$ cat src/design/adc_test_pattern_map.svh
// register offsets, field positions, reset values and pattern words
`ifndef ADC_TEST_PATTERN_MAP_SVH
`define ADC_TEST_PATTERN_MAP_SVH

`define ADDR_PATTERN_SELECT   8'hC0
`define ADDR_PATTERN_RSVD     8'hC1
`define ADDR_PATTERN_ONE_LO   8'hC2
`define ADDR_PATTERN_ONE_HI   8'hC3
`define ADDR_PATTERN_TWO_LO   8'hC4
`define ADDR_PATTERN_TWO_HI   8'hC5
`define ADDR_OUTPUT_MODE_B    8'h74

`define RST_BYTE              8'h00
`define DDR_ENABLE_BIT        4

`define SEL_MODE_LSB          0
`define SEL_MODE_MSB          3
`define SEL_SEQ_LSB           6
`define SEL_SEQ_MSB           7

`define MODE_NORMAL           4'h0
`define MODE_MIDSCALE         4'h1
`define MODE_POS_FULL         4'h2
`define MODE_NEG_FULL         4'h3
`define MODE_CHECKER          4'h4
`define MODE_WORD_TOGGLE      4'h7
`define MODE_USER             4'h8

`define SEQ_SINGLE            2'h0
`define SEQ_ALTERNATE         2'h1

`define WORD_MIDSCALE         12'h800
`define WORD_ALL_ONES         12'hFFF
`define WORD_ALL_ZEROS        12'h000
`define WORD_CHECKER_A        12'hAAA
`define WORD_CHECKER_B        12'h555

`define SAMPLE_WIDTH          12
`define FIFO_DEPTH            16

`endif

$ cat src/design/adc_test_pattern_pkg.sv
// types shared by the test pattern register bank
package adc_test_pattern_pkg;

	typedef struct packed {
		logic       en;
		logic [7:0] addr;
		logic [7:0] data;
	} reg_write_s;

	typedef enum logic [1:0] {
		PHASE_FIRST  = 2'b01,
		PHASE_SECOND = 2'b10
	} phase_e;

endpackage

$ cat src/design/sample_fifo.sv
// synchronous valid/ready fifo with registered flags
`timescale 1ns/1ps
`default_nettype none

module sample_fifo #(
	parameter int WIDTH = 12,
	parameter int DEPTH = 16
) (
	input  wire logic             clock,
	input  wire logic             arst_n,
	input  wire logic             in_valid,
	input  wire logic [WIDTH-1:0] in_data,
	output var  logic             in_ready,
	output var  logic             out_valid,
	output logic      [WIDTH-1:0] out_data,
	input  wire logic             out_ready
);
	localparam int AW = $clog2(DEPTH);

	logic [WIDTH-1:0] mem [DEPTH];
	logic [AW-1:0]    wr_ptr_ff;
	logic [AW-1:0]    rd_ptr_ff;
	logic [AW:0]      count_ff;
	logic [AW:0]      nxt_count;
	wire              push = in_valid && in_ready;
	wire              pop  = out_valid && out_ready;

	assign out_data  = mem[rd_ptr_ff];
	assign nxt_count = count_ff + (AW+1)'(push) - (AW+1)'(pop);

	always_ff @(posedge clock) begin
		if (push) begin
			mem[wr_ptr_ff] <= in_data;
		end
	end

	// flags registered from the next count so neither side sees a comb path
	always_ff @(posedge clock or negedge arst_n) begin
		if (!arst_n) begin
			wr_ptr_ff <= '0;
			rd_ptr_ff <= '0;
			count_ff  <= '0;
			in_ready  <= 1'b0;
			out_valid <= 1'b0;
		end else begin
			wr_ptr_ff <= wr_ptr_ff + AW'(push);
			rd_ptr_ff <= rd_ptr_ff + AW'(pop);
			count_ff  <= nxt_count;
			in_ready  <= nxt_count != (AW+1)'(DEPTH);
			out_valid <= nxt_count != '0;
		end
	end

	a_fifo_no_overflow: assert property (@(posedge clock) disable iff (!arst_n)
		count_ff <= (AW+1)'(DEPTH)) else $error("fifo count above depth");
endmodule

`default_nettype wire

$ cat src/design/adc_test_pattern_regs.sv
// test pattern register bank and output word generator
`timescale 1ns/1ps
`default_nettype none
`include "adc_test_pattern_map.svh"

//////////////////////////////////////////////////////////////////////////////
module adc_test_pattern_regs (
	input  wire logic                               clock,
	input  wire logic                               arst_n,
	input  wire adc_test_pattern_pkg::reg_write_s   reg_wr,
	input  wire logic                               reg_rd_en,
	input  wire logic [7:0]                         reg_rd_addr,
	output var  logic [7:0]                         reg_rd_data,
	input  wire logic                               sample_valid,
	input  wire logic [`SAMPLE_WIDTH-1:0]           sample_data,
	output var  logic                               sample_ready,
	output var  logic                               out_valid,
	output var  logic [`SAMPLE_WIDTH-1:0]           out_data,
	input  wire logic                               out_ready,
	output var  logic                               ddr_enable
);
	//////////////////////////////////////////////////////////////////////////
	// registers
	logic [7:0]                     select_ff;
	logic [15:0]                    pattern_one_ff;
	logic [15:0]                    pattern_two_ff;
	logic [7:0]                     output_mode_b_ff;
	logic [7:0]                     rd_data_ff;
	adc_test_pattern_pkg::phase_e   phase_ff;
	adc_test_pattern_pkg::phase_e   nxt_phase;

	// request passed in, so the continuous assigns re-evaluate when it moves
	function automatic logic hit(input adc_test_pattern_pkg::reg_write_s wr,
		input logic [7:0] addr);
		hit = wr.en && (wr.addr == addr);
	endfunction

	wire wr_select  = hit(reg_wr, `ADDR_PATTERN_SELECT);
	wire wr_one_lo  = hit(reg_wr, `ADDR_PATTERN_ONE_LO);
	wire wr_one_hi  = hit(reg_wr, `ADDR_PATTERN_ONE_HI);
	wire wr_two_lo  = hit(reg_wr, `ADDR_PATTERN_TWO_LO);
	wire wr_two_hi  = hit(reg_wr, `ADDR_PATTERN_TWO_HI);
	wire wr_mode_b  = hit(reg_wr, `ADDR_OUTPUT_MODE_B);

	always_ff @(posedge clock or negedge arst_n) begin
		if (!arst_n) begin
			select_ff        <= `RST_BYTE;
			pattern_one_ff   <= {`RST_BYTE, `RST_BYTE};
			pattern_two_ff   <= {`RST_BYTE, `RST_BYTE};
			output_mode_b_ff <= `RST_BYTE;
		end else begin
			if (wr_select) select_ff <= reg_wr.data;
			if (wr_one_lo) pattern_one_ff[7:0]  <= reg_wr.data;
			if (wr_one_hi) pattern_one_ff[15:8] <= reg_wr.data;
			if (wr_two_lo) pattern_two_ff[7:0]  <= reg_wr.data;
			if (wr_two_hi) pattern_two_ff[15:8] <= reg_wr.data;
			if (wr_mode_b) output_mode_b_ff <= reg_wr.data;
		end
	end

	assign ddr_enable = output_mode_b_ff[`DDR_ENABLE_BIT];

	//////////////////////////////////////////////////////////////////////////
	// read port: reserved and unmapped addresses read zero
	logic [7:0] rd_mux;
	always_comb begin
		case (reg_rd_addr)
			`ADDR_PATTERN_SELECT: rd_mux = select_ff;
			`ADDR_PATTERN_ONE_LO: rd_mux = pattern_one_ff[7:0];
			`ADDR_PATTERN_ONE_HI: rd_mux = pattern_one_ff[15:8];
			`ADDR_PATTERN_TWO_LO: rd_mux = pattern_two_ff[7:0];
			`ADDR_PATTERN_TWO_HI: rd_mux = pattern_two_ff[15:8];
			`ADDR_OUTPUT_MODE_B:  rd_mux = output_mode_b_ff;
			default:              rd_mux = 8'h00;
		endcase
	end

	always_ff @(posedge clock or negedge arst_n) begin
		if (!arst_n) begin
			rd_data_ff <= 8'h00;
		end else if (reg_rd_en) begin
			rd_data_ff <= rd_mux;
		end
	end
	assign reg_rd_data = rd_data_ff;

	//////////////////////////////////////////////////////////////////////////
	// pattern generation
	wire [3:0] mode = select_ff[`SEL_MODE_MSB:`SEL_MODE_LSB];
	wire [1:0] seq  = select_ff[`SEL_SEQ_MSB:`SEL_SEQ_LSB];
	wire       alt  = (seq == `SEQ_ALTERNATE);
	wire       second = (phase_ff == adc_test_pattern_pkg::PHASE_SECOND);

	// user patterns are msb-justified: the low four bits never reach the bus
	wire [`SAMPLE_WIDTH-1:0] user_one = pattern_one_ff[15:4];
	wire [`SAMPLE_WIDTH-1:0] user_two = pattern_two_ff[15:4];
	wire [`SAMPLE_WIDTH-1:0] user_word = (alt && second) ? user_two : user_one;

	logic [`SAMPLE_WIDTH-1:0] push_word;
	always_comb begin
		case (mode)
			`MODE_MIDSCALE:    push_word = `WORD_MIDSCALE;
			`MODE_POS_FULL:    push_word = `WORD_ALL_ONES;
			`MODE_NEG_FULL:    push_word = `WORD_ALL_ZEROS;
			`MODE_CHECKER:     push_word = second ? `WORD_CHECKER_B : `WORD_CHECKER_A;
			`MODE_WORD_TOGGLE: push_word = second ? `WORD_ALL_ZEROS : `WORD_ALL_ONES;
			`MODE_USER:        push_word = user_word;
			// reserved codes pass live data rather than freezing the bus
			default:           push_word = sample_data;
		endcase
	end

	wire accept = sample_valid && sample_ready;

	// reserved sequence codes behave as single
	wire toggles = (mode == `MODE_CHECKER) || (mode == `MODE_WORD_TOGGLE)
		|| ((mode == `MODE_USER) && alt);

	always_comb begin
		case (phase_ff)
			adc_test_pattern_pkg::PHASE_FIRST:
				nxt_phase = (accept && toggles) ? adc_test_pattern_pkg::PHASE_SECOND
					: adc_test_pattern_pkg::PHASE_FIRST;
			adc_test_pattern_pkg::PHASE_SECOND:
				nxt_phase = (accept || !toggles) ? adc_test_pattern_pkg::PHASE_FIRST
					: adc_test_pattern_pkg::PHASE_SECOND;
			default:
				nxt_phase = adc_test_pattern_pkg::PHASE_FIRST;
		endcase
	end

	always_ff @(posedge clock or negedge arst_n) begin
		if (!arst_n) begin
			phase_ff <= adc_test_pattern_pkg::PHASE_FIRST;
		end else begin
			phase_ff <= nxt_phase;
		end
	end

	//////////////////////////////////////////////////////////////////////////
	// output buffer and registered output stage
	logic                     fifo_valid;
	logic [`SAMPLE_WIDTH-1:0] fifo_data;
	logic                     out_valid_ff;
	logic [`SAMPLE_WIDTH-1:0] out_data_ff;
	wire                      stage_load = !out_valid_ff || out_ready;

	sample_fifo #(
		.WIDTH (`SAMPLE_WIDTH),
		.DEPTH (`FIFO_DEPTH)
	) u_fifo (
		.clock     (clock),
		.arst_n    (arst_n),
		.in_valid  (sample_valid),
		.in_data   (push_word),
		.in_ready  (sample_ready),
		.out_valid (fifo_valid),
		.out_data  (fifo_data),
		.out_ready (stage_load)
	);

	always_ff @(posedge clock or negedge arst_n) begin
		if (!arst_n) begin
			out_valid_ff <= 1'b0;
			out_data_ff  <= '0;
		end else if (stage_load) begin
			out_valid_ff <= fifo_valid;
			out_data_ff  <= fifo_data;
		end
	end
	assign out_valid = out_valid_ff;
	assign out_data  = out_data_ff;

	//////////////////////////////////////////////////////////////////////////
	// assertion helpers: last accepted toggling word, forgotten on leaving the mode
	// independent of the phase register, so a stuck phase still trips them
	wire  in_alt_user = (mode == `MODE_USER) && alt;
	logic prev_ones_ff;
	logic prev_alt_ff;
	logic prev_first_ff;

	always_ff @(posedge clock or negedge arst_n) begin
		if (!arst_n) begin
			prev_ones_ff  <= 1'b0;
			prev_alt_ff   <= 1'b0;
			prev_first_ff <= 1'b0;
		end else begin
			prev_ones_ff  <= (mode == `MODE_WORD_TOGGLE)
				&& (accept ? (push_word == 12'hFFF) : prev_ones_ff);
			prev_alt_ff   <= in_alt_user && (accept || prev_alt_ff);
			prev_first_ff <= in_alt_user
				&& (accept ? (push_word == pattern_one_ff[15:4]) : prev_first_ff);
		end
	end

	//////////////////////////////////////////////////////////////////////////
	// assertions
	a_fixed_midscale: assert property (@(posedge clock) disable iff (!arst_n)
		accept && mode == `MODE_MIDSCALE |-> push_word == 12'h800)
		else $error("midscale word wrong");
	a_toggle_alternates: assert property (@(posedge clock) disable iff (!arst_n)
		accept && mode == `MODE_WORD_TOGGLE && prev_ones_ff
		|-> push_word == 12'h000)
		else $error("one/zero toggle did not alternate");
	a_single_repeats: assert property (@(posedge clock) disable iff (!arst_n)
		accept && mode == `MODE_USER && !alt |-> push_word == pattern_one_ff[15:4])
		else $error("single mode not first pattern");
	a_pattern_one_hi: assert property (@(posedge clock) disable iff (!arst_n)
		reg_wr.en && reg_wr.addr == 8'hC3 |=> pattern_one_ff[15:8] == $past(reg_wr.data))
		else $error("pattern one high byte not stored");
	a_pattern_two_lo: assert property (@(posedge clock) disable iff (!arst_n)
		reg_wr.en && reg_wr.addr == 8'hC4 ##1 reg_rd_en && reg_rd_addr == 8'hC4
		&& !(reg_wr.en && reg_wr.addr == 8'hC4) |=> reg_rd_data == $past(reg_wr.data, 2))
		else $error("pattern two low byte readback wrong");
	a_ddr_only_by_write: assert property (@(posedge clock) disable iff (!arst_n)
		$changed(ddr_enable) |-> $past(reg_wr.en && reg_wr.addr == 8'h74))
		else $error("ddr enable moved without a write");
	a_alternate_second: assert property (@(posedge clock) disable iff (!arst_n)
		accept && in_alt_user && prev_alt_ff
		|-> push_word == (prev_first_ff ? pattern_two_ff[15:4] : pattern_one_ff[15:4]))
		else $error("alternate user sequence broken");

	c_user_alternate: cover property (@(posedge clock) disable iff (!arst_n)
		accept && mode == `MODE_USER && alt && second);
	c_checker: cover property (@(posedge clock) disable iff (!arst_n)
		accept && mode == `MODE_CHECKER);
	c_fifo_full: cover property (@(posedge clock) disable iff (!arst_n)
		sample_valid && !sample_ready);
endmodule

`default_nettype wire

$ cat config.mk
export PLATFORM = sky130hd
export DESIGN_NAME = adc_test_pattern_regs
export DESIGN_NICKNAME = d
export VERILOG_FILES = /design/src/design/adc_test_pattern_pkg.sv /design/src/design/sample_fifo.sv /design/src/design/adc_test_pattern_regs.sv
export VERILOG_INCLUDE_DIRS = /design/src /design/src/design
export SDC_FILE = /design/constraint.sdc
export NUM_CORES = 1
export LEC_CHECK = 0
export BUFFER_PORTS_ARGS = -buffer_cell sky130_fd_sc_hd__buf_2
export CORE_ASPECT_RATIO = 1.2
export CORE_MARGIN = 3
export CORE_UTILIZATION = 55
export CTS_BUF_LIST = sky130_fd_sc_hd__clkbuf_4 sky130_fd_sc_hd__clkbuf_8 sky130_fd_sc_hd__clkbuf_16
export DETAILED_ROUTE_END_ITERATION = 6
export PLACE_DENSITY = 0.81
export SLEW_MARGIN = 20
export SYNTH_ARGS = -nofsm -noshare
export SYNTH_HDL_FRONTEND = slang
export SYNTH_SLANG_ARGS = --single-unit
$ cat constraint.sdc
create_clock -name clock -period 5.2 [get_ports clock]
set_input_delay 0.78 -clock clock [delete_from_list [all_inputs] [get_ports clock]]
set_output_delay 0.78 -clock clock [all_outputs]
set_load 0.005 [all_outputs]
==> out/qor.yml, run 1 <==
status:
  status: "finished, final reports clean"
setup_path:
  worstPathMaxFanout: 17
  worst_ep_arrival_time_ps: 3300
  path_class: "input pin to flop"
  start_kind: "input pin"
  crit_path_end_kind: "flop"
  cp_data_required_time_ps: 5610
global_routing:
  grt_use_met2: 0.413
  top_usage_layer: "met2"
  grtUsageMet3: 0.0314
  antenna_found_initial: 0
  grt_pass1_wl_um: 39200
  grt_max_degree: 87
  grt_pass1_vias: 6948
  grt-ovfl-total: 0
  grt_use_total: 0.220
  grt_use_met1: 0.267
yosys:
  yosysSeqAreaShare: 0.682
  synthTopCellsByArea: "edfxtp_1 50%, dfrtp_1 18%, mux4_2 9.1%, mux2_2 6.6%, mux2i_1 2.8%"
  synth_flop_cell: "edfxtp_1"
  synth_top_area_share: 0.497
  synth_top_family_by_area: "multiplexers"
  synth_edf_count: 192
  synth_area_mm2: 0.0116
  synthArstFlopShare: 0.309
  synth_simple_gate_area_frac: 0.0503
  synth_compound_area_frac: 0.0462
  syn_nets: 721
  ys_warn_count: 0
  syn_inst: 667
  ys_ff_latch: 278
  synth_top_area_cell: "edfxtp_1"
  synthAdderAreaFrac: 0.0136
  yosys-mux-area-fraction: 0.186
  ys_types: 48
  avgSynthCellArea_um2: 17.4
  synth-xor-area-share: 0.00679
routing:
  drc: 0
  avgViaCountPerCell: 6.23
  detail_route.wl_per_cell_um: 23.8
  vias: 6414
  routed_wl_um: 24500
  dr.first_iter.drc_count: 446
  first_pass_iters: 6
  drtAntennaViolNets: 0
cells_and_area:
  final_nets: 796
  fin_area_mm2: 0.0131
  drive_above_1_share: 0.332
  diodes: 0
  area_growth_syn_to_layout_pct: 13.2
pwr:
  p_per_area_mw_per_mm2: 494
  peakVddDrop_mv: 0.303
  power_w: 0.00650
  leakagePower_nw: 4.96
sta:
  finalSetupTns_ps: 0
  fmax_ghz: 0.346
  drv_slew: 0
  final.setup_skew_ps: 11.4
  period_share: 0.555
  slew_headroom: 0.375
  finalHoldViolCount: 0
  period_needed_ps: 2890
  setup_violations: 0
  worstMarginPinSlew_ps: 938
  rsz0062_at_grt: "false"
clocking:
  cts.sinks: 278
  ctsHoldBuffers: 0
  postCtsSetupBuffers: 0
  htreeDepth: 1
  cts_buffer_depth: 3
  cts.clk_slew.worst_paths_ps: 60
  cts_tree: "built"
  cts_resized: 0
  clk_latency_ps: 550
  cts_buffers: 28
  cts-root-buf: "clkbuf_16"
floorplan:
  fp.dieH_um: 165
  dieWidth_um: 139
  core_mm2: 0.0205
  die-area_mm2: 0.0229
  start_util: 0.567
  io_pins: 65
  rows: 57
placed_design:
  dpl.hpwl_um: 16100
  placed_cell_area_mm2: 0.0122
  numPortBuffers: 64
  gp_congestion: 0.807
worst_hold_path:
  min_path_type: "input pin to async pin"
flow_run:
  maxCapViolCount: 0
cell usage after synthesis, types with 2 or more instances:
library cell / number
a211oi_1: 2
a21o_1: 2
a21oi_1: 15
a221o_1: 5
a22oi_1: 11
and2_1: 2
buf_1: 2
buf_2: 11
clkbuf_1: 17
dfrtp_1: 85
edfxtp_1: 192
ha_1: 11
inv_1: 12
mux2_2: 68
mux2i_1: 33
mux4_2: 47
nand2_1: 8
nand2b_1: 12
nand3_1: 8
nand3b_1: 5
nand4_1: 2
nor2_1: 28
nor2b_1: 10
nor3_1: 10
nor3b_1: 3
nor4_1: 2
nor4bb_1: 2
o21ai_0: 3
o221ai_1: 4
o22a_1: 14
o22ai_1: 17
xnor2_1: 5
xor2_1: 4
per-stage QoR:
| stage | worst slack [ps] | std cells | hold WS (ps) | utilization |
|---|---|---|---|---|
| finish | 2310 | 1029 | 292 | 0.642 |
| global route | 2190 | 1029 | 352 | 0.642 |
| CTS | 2350 | 1029 | 466 | 0.641 |
| detailed placement | 1770 | 977 | 489 | 0.598 |
| global placement | 1940 | 977 | 485 | 0.597 |
| floorplan | 2150 | 667 | 425 | - |
metal layers:
| metal | vias to the layer above | share of wire |
|---|---|---|
| met2 | 207 | 0.55 |
| met5 | - | 0 |
| met1 | 3362 | 0.38 |
| li1 | 2794 | - |
| met4 | 0 | 0.023 |
| met3 | 51 | 0.048 |
cell type report:
| cell class | count | area [µm²] |
|---|---|---|
| Tap cell | 265 | 332 |
| Multi-Input combinational cell | 346 | 3540 |
| Sequential cell | 278 | 7920 |
| Inverter | 12 | 45.0 |
| Fill cell | 1363 | 7320 |
| Clock inverter | 16 | 119 |
| Clock buffer | 36 | 773 |
| Timing Repair Buffer | 76 | 417 |
cell families (layout without fill, tap and decap cells):
family                     after synthesis  in the layout
xor gates and xnor gates                 9              9
adders and majority gates               12             12
buffers and inverters                   43            140
DFF                                    278            278
AOI/OAI and AO/OA                       75             75
and+or+nand+nor                        102            102
muxes                                  148            148
critical path, stage by stage:
cell	delay, ps
buf_2	90
nand2b_1	440
and2_1	350
ha_1	280
inv_1	50
ha_1	200
fa_1	440
a21o_1	180
a21oi_1	160
xnor2_1	130
nand3b_1	180
path summary, 6_finish.rpt:
kind                       slack [ps]         startpoint  cells past startpoint             endpoint
max                              2310          out_ready                     11     u_fifo.out_valid
min                               290             arst_n                      1  output_mode_b_ff[2]
max reg2reg                      2380          out_valid                     10     u_fifo.out_valid
min reg2reg                       510  pattern_one_ff[0]                      1    pattern_one_ff[0]
max in group asynchronous        4340             arst_n                      1  u_fifo.rd_ptr_ff[0]
min in group clock                510  pattern_one_ff[0]                      1    pattern_one_ff[0]
report_power, final:
part	leakage, nW	total, W	internal (W)	switching (W)
Sequential	2.84	0.00295	0.00274	0.000208
Clock	0.444	0.00192	0.00110	0.000818
Combinational	1.67	0.00163	0.000763	0.000869
Total	4.96	0.00650	0.00460	0.00190
state kept, by name, summed over array words and instances (netlist names), 5 cells and up:
signal and flops:
out_data 12, output_mode_b_ff 8, pattern_one_ff 16, pattern_two_ff 16
reg_rd_data 8, select_ff 8, u_fifo.count_ff 5, u_fifo.mem 192
cell usage in the layout (no fill, tap or decap), types with 3 or more instances in the layout:
master,n
clkbuf_4,6
mux2i_1,33
nand2b_1,12
nand2_1,8
o22a_1,14
buf_2,63
dfrtp_1,84
nor2_2,8
nor3_1,9
xnor2_1,5
nand3_1,8
clkinv_1,5
buf_4,12
clkbuf_16,28
mux4_2,47
nor3b_1,3
xor2_1,4
edfxtp_1,192
nor2b_1,10
inv_1,12
a22oi_1,11
a21oi_1,15
a221o_1,5
o21ai_0,3
o221ai_1,4
clkinv_2,6
nor2_1,21
nand3b_1,5
ha_1,11
mux2_2,68
o22ai_1,17
(Power assumes the default switching activity.)
==> run 2, diff against run 1 <==
==> constraint.sdc (replaced) <==
create_clock -name clock -period 2.71 [get_ports clock]
set_input_delay 0.4065 -clock clock [delete_from_list [all_inputs] [get_ports clock]]
set_output_delay 0.4065 -clock clock [all_outputs]
set_load 0.005 [all_outputs]
==> out/qor.yml, run 2 (synthesized netlist as in run 1, its figures left out) <==
clocking:
  cts.clk_slew.worst_paths_ps: 60  # about the same
  cts-root-buf: "clkbuf_16"
  htreeDepth: 1  # unchanged
  cts_buffer_depth: 3  # unchanged
  cts_tree: "built"
  ctsHoldBuffers: 1  # +1
  cts.sinks: 278  # unchanged
  cts_resized: 0  # unchanged
  clk_latency_ps: 530  # -20 ps
  postCtsSetupBuffers: 0  # unchanged
  cts_buffers: 27  # -3.6%
global_routing:
  antenna_found_initial: 0  # unchanged
  grt-ovfl-total: 0  # unchanged
  grt_pass1_vias: 6971  # +0.33%
  grt_pass1_wl_um: 39400  # +0.39%
  grt_use_total: 0.222  # +0.00274
  grt_max_degree: 57  # -34%
setup_path:
  cpMaxStageDelayCell: "dfstp_2"
  worstPathMaxFanout: 16  # -1
  path_buf_inv: 1  # -1
  cp_data_required_time_ps: 2900  # -2710 ps
  crit_path_end_kind: "flop"
  critPathMaxStageDelay_ps: 530  # +90 ps
  path_cells: "inv_1, ha_1, or3b_2, o21ai_0, a21oi_1, o22a_1"
  start_kind: "flop"
  path_class: "flop to flop"
  worst_ep_arrival_time_ps: 2670  # -630 ps
  crit_family: "compound AO/OA/AOI/OAI gates"
cells_and_area:
  num-fill-cells: 1373  # +0.73%
  area_growth_syn_to_layout_pct: 14.6
  final_cell_mix: "192 x edfxtp_1, 84 x dfrtp_1, 68 x mux2_2"
  largest_reg_flops: 192  # unchanged
  final_nets: 814  # +2.3%
  reg_top3: "u_fifo.mem: 192 flops, pattern_one_ff: 16 flops, pattern_two_ff: 16 flops"
  diodes: 0  # unchanged
  regMostFlops: "u_fifo.mem"
  final_common_cell: "edfxtp_1"
  drive_above_1_share: 0.343  # +0.0107
  fin_cells: 1046  # +1.7%
pwr:
  leakagePower_nw: 5.07  # +2.2%
  p_per_area_mw_per_mm2: 942  # +91%
  peakVddDrop_mv: 0.795  # +160%
sta:
  worstMarginPinSlew_ps: 674  # -264 ps
  fin_hold_ws_ps: 183  # -109 ps
  finalSetupTns_ps: 0  # unchanged
  finalHoldViolCount: 0  # unchanged
  rsz0062_at_grt: "false"
  period_share: 0.912
  period_needed_ps: 2470
  final.setup_skew_ps: 9.43  # -1.93 ps
  fmax_ghz: 0.404
  setup_violations: 0  # unchanged
  drv_slew: 0  # unchanged
  slew_headroom: 0.547  # +0.172
flow_run:
  maxCapViolCount: 0  # unchanged
floorplan:
  io_pins: 65  # unchanged
  core_mm2: 0.0205  # unchanged
  die-area_mm2: 0.0229  # unchanged
  start_util: 0.567  # unchanged
  rows: 57  # unchanged
  dieWidth_um: 139  # unchanged
  fp.dieH_um: 165  # unchanged
routing:
  first_pass_iters: 5  # -1
  avgViaCountPerCell: 6.21  # -0.38%
  dr.first_iter.drc_count: 362  # -19%
  routed_wl_um: 24700  # +0.94%
  vias: 6495  # +1.3%
  drtAntennaViolNets: 0  # unchanged
  detail_route.wl_per_cell_um: 23.6  # -0.70%
  drc: 0  # unchanged
placed_design:
  numPortBuffers: 64  # unchanged
  dpl.hpwl_um: 16400  # +1.7%
  dp.cells: 995  # +1.8%
  gp_congestion: 0.799  # -1.0%
worst_hold_path:
  min_path_type: "input pin to flop"
status:
  status: "finished, final reports clean"
==> run 2: cell count changes in the layout (fill, tap and decap cells not counted), moves of 2 or more <==
cell,previous run,this run
clkbuf_8,2,4
clkinv_1,5,0
nor2_2,8,1
buf_12,0,4
buf_4,12,27
nor2_1,21,28
==> run 2: per-layer routing <==
metal,vias to the layer above,share of wire,track usage
met5,-,0,0
li1,2833,-,-
met3,63,0.047,0.0334
met1,3356,0.39,0.274
met2,243,0.53,0.406
met4,0,0.030,0.0787
==> run 2: area by class of cell <==
class,instances,area (µm²),share of cell area
sequential,278,7920,0.595
multi-input combinational,346,3520,0.264
clock buffer,39,808,0.0608
timing repair buffer,95,608,0.0457
tap,265,332,0.0249
clock inverter,11,71.3,0.00536
inverter,12,45.0,0.00339
==> run 2: stage by stage <==
stage          power (W)  instance area (µm²)  setup slack [ps]   util
2_1_floorplan    0.00786                11600              33.0      -
3_3_place_gp     0.00878                12400               190  0.606
3_5_place_dp     0.00900                12400              30.6  0.606
4_1_cts           0.0126                13300               238  0.650
5_1_grt           0.0131                13300              94.5  0.650
6_report          0.0125                13300               237  0.650
==> run 2: worst reg2reg max path, stage by stage (launching register included) <==
cell and delay [ps]:
dfstp_2 530, inv_1 40, ha_1 280, or3b_2 490, o21ai_0 110, a21oi_1 240
o22a_1 440
==> run 2: power breakdown <==
| group | internal [W] | total [W] | switching [W] |
|---|---|---|---|
| Clock | 0.00208 | 0.00358 | 0.00150 |
| Combinational | 0.00158 | 0.00335 | 0.00177 |
| Sequential | 0.00525 | 0.00559 | 0.000336 |
| Total | 0.00892 | 0.0125 | 0.00361 |
==> run 2: worst paths after layout <==
path,start,endpoint,slack [ps],cells after the start
max in group asynchronous,arst_n,select_ff[5],1720,3
worst max-delay path,phase_ff[0],u_fifo.mem[3][10],240,6
worst max register to register,phase_ff[0],u_fifo.mem[3][10],240,6
worst min-delay path,reg_wr[0],output_mode_b_ff[0],180,2
worst min register to register,u_fifo.out_valid,out_valid,460,1
min in group asynchronous,arst_n,phase_ff[1],370,2
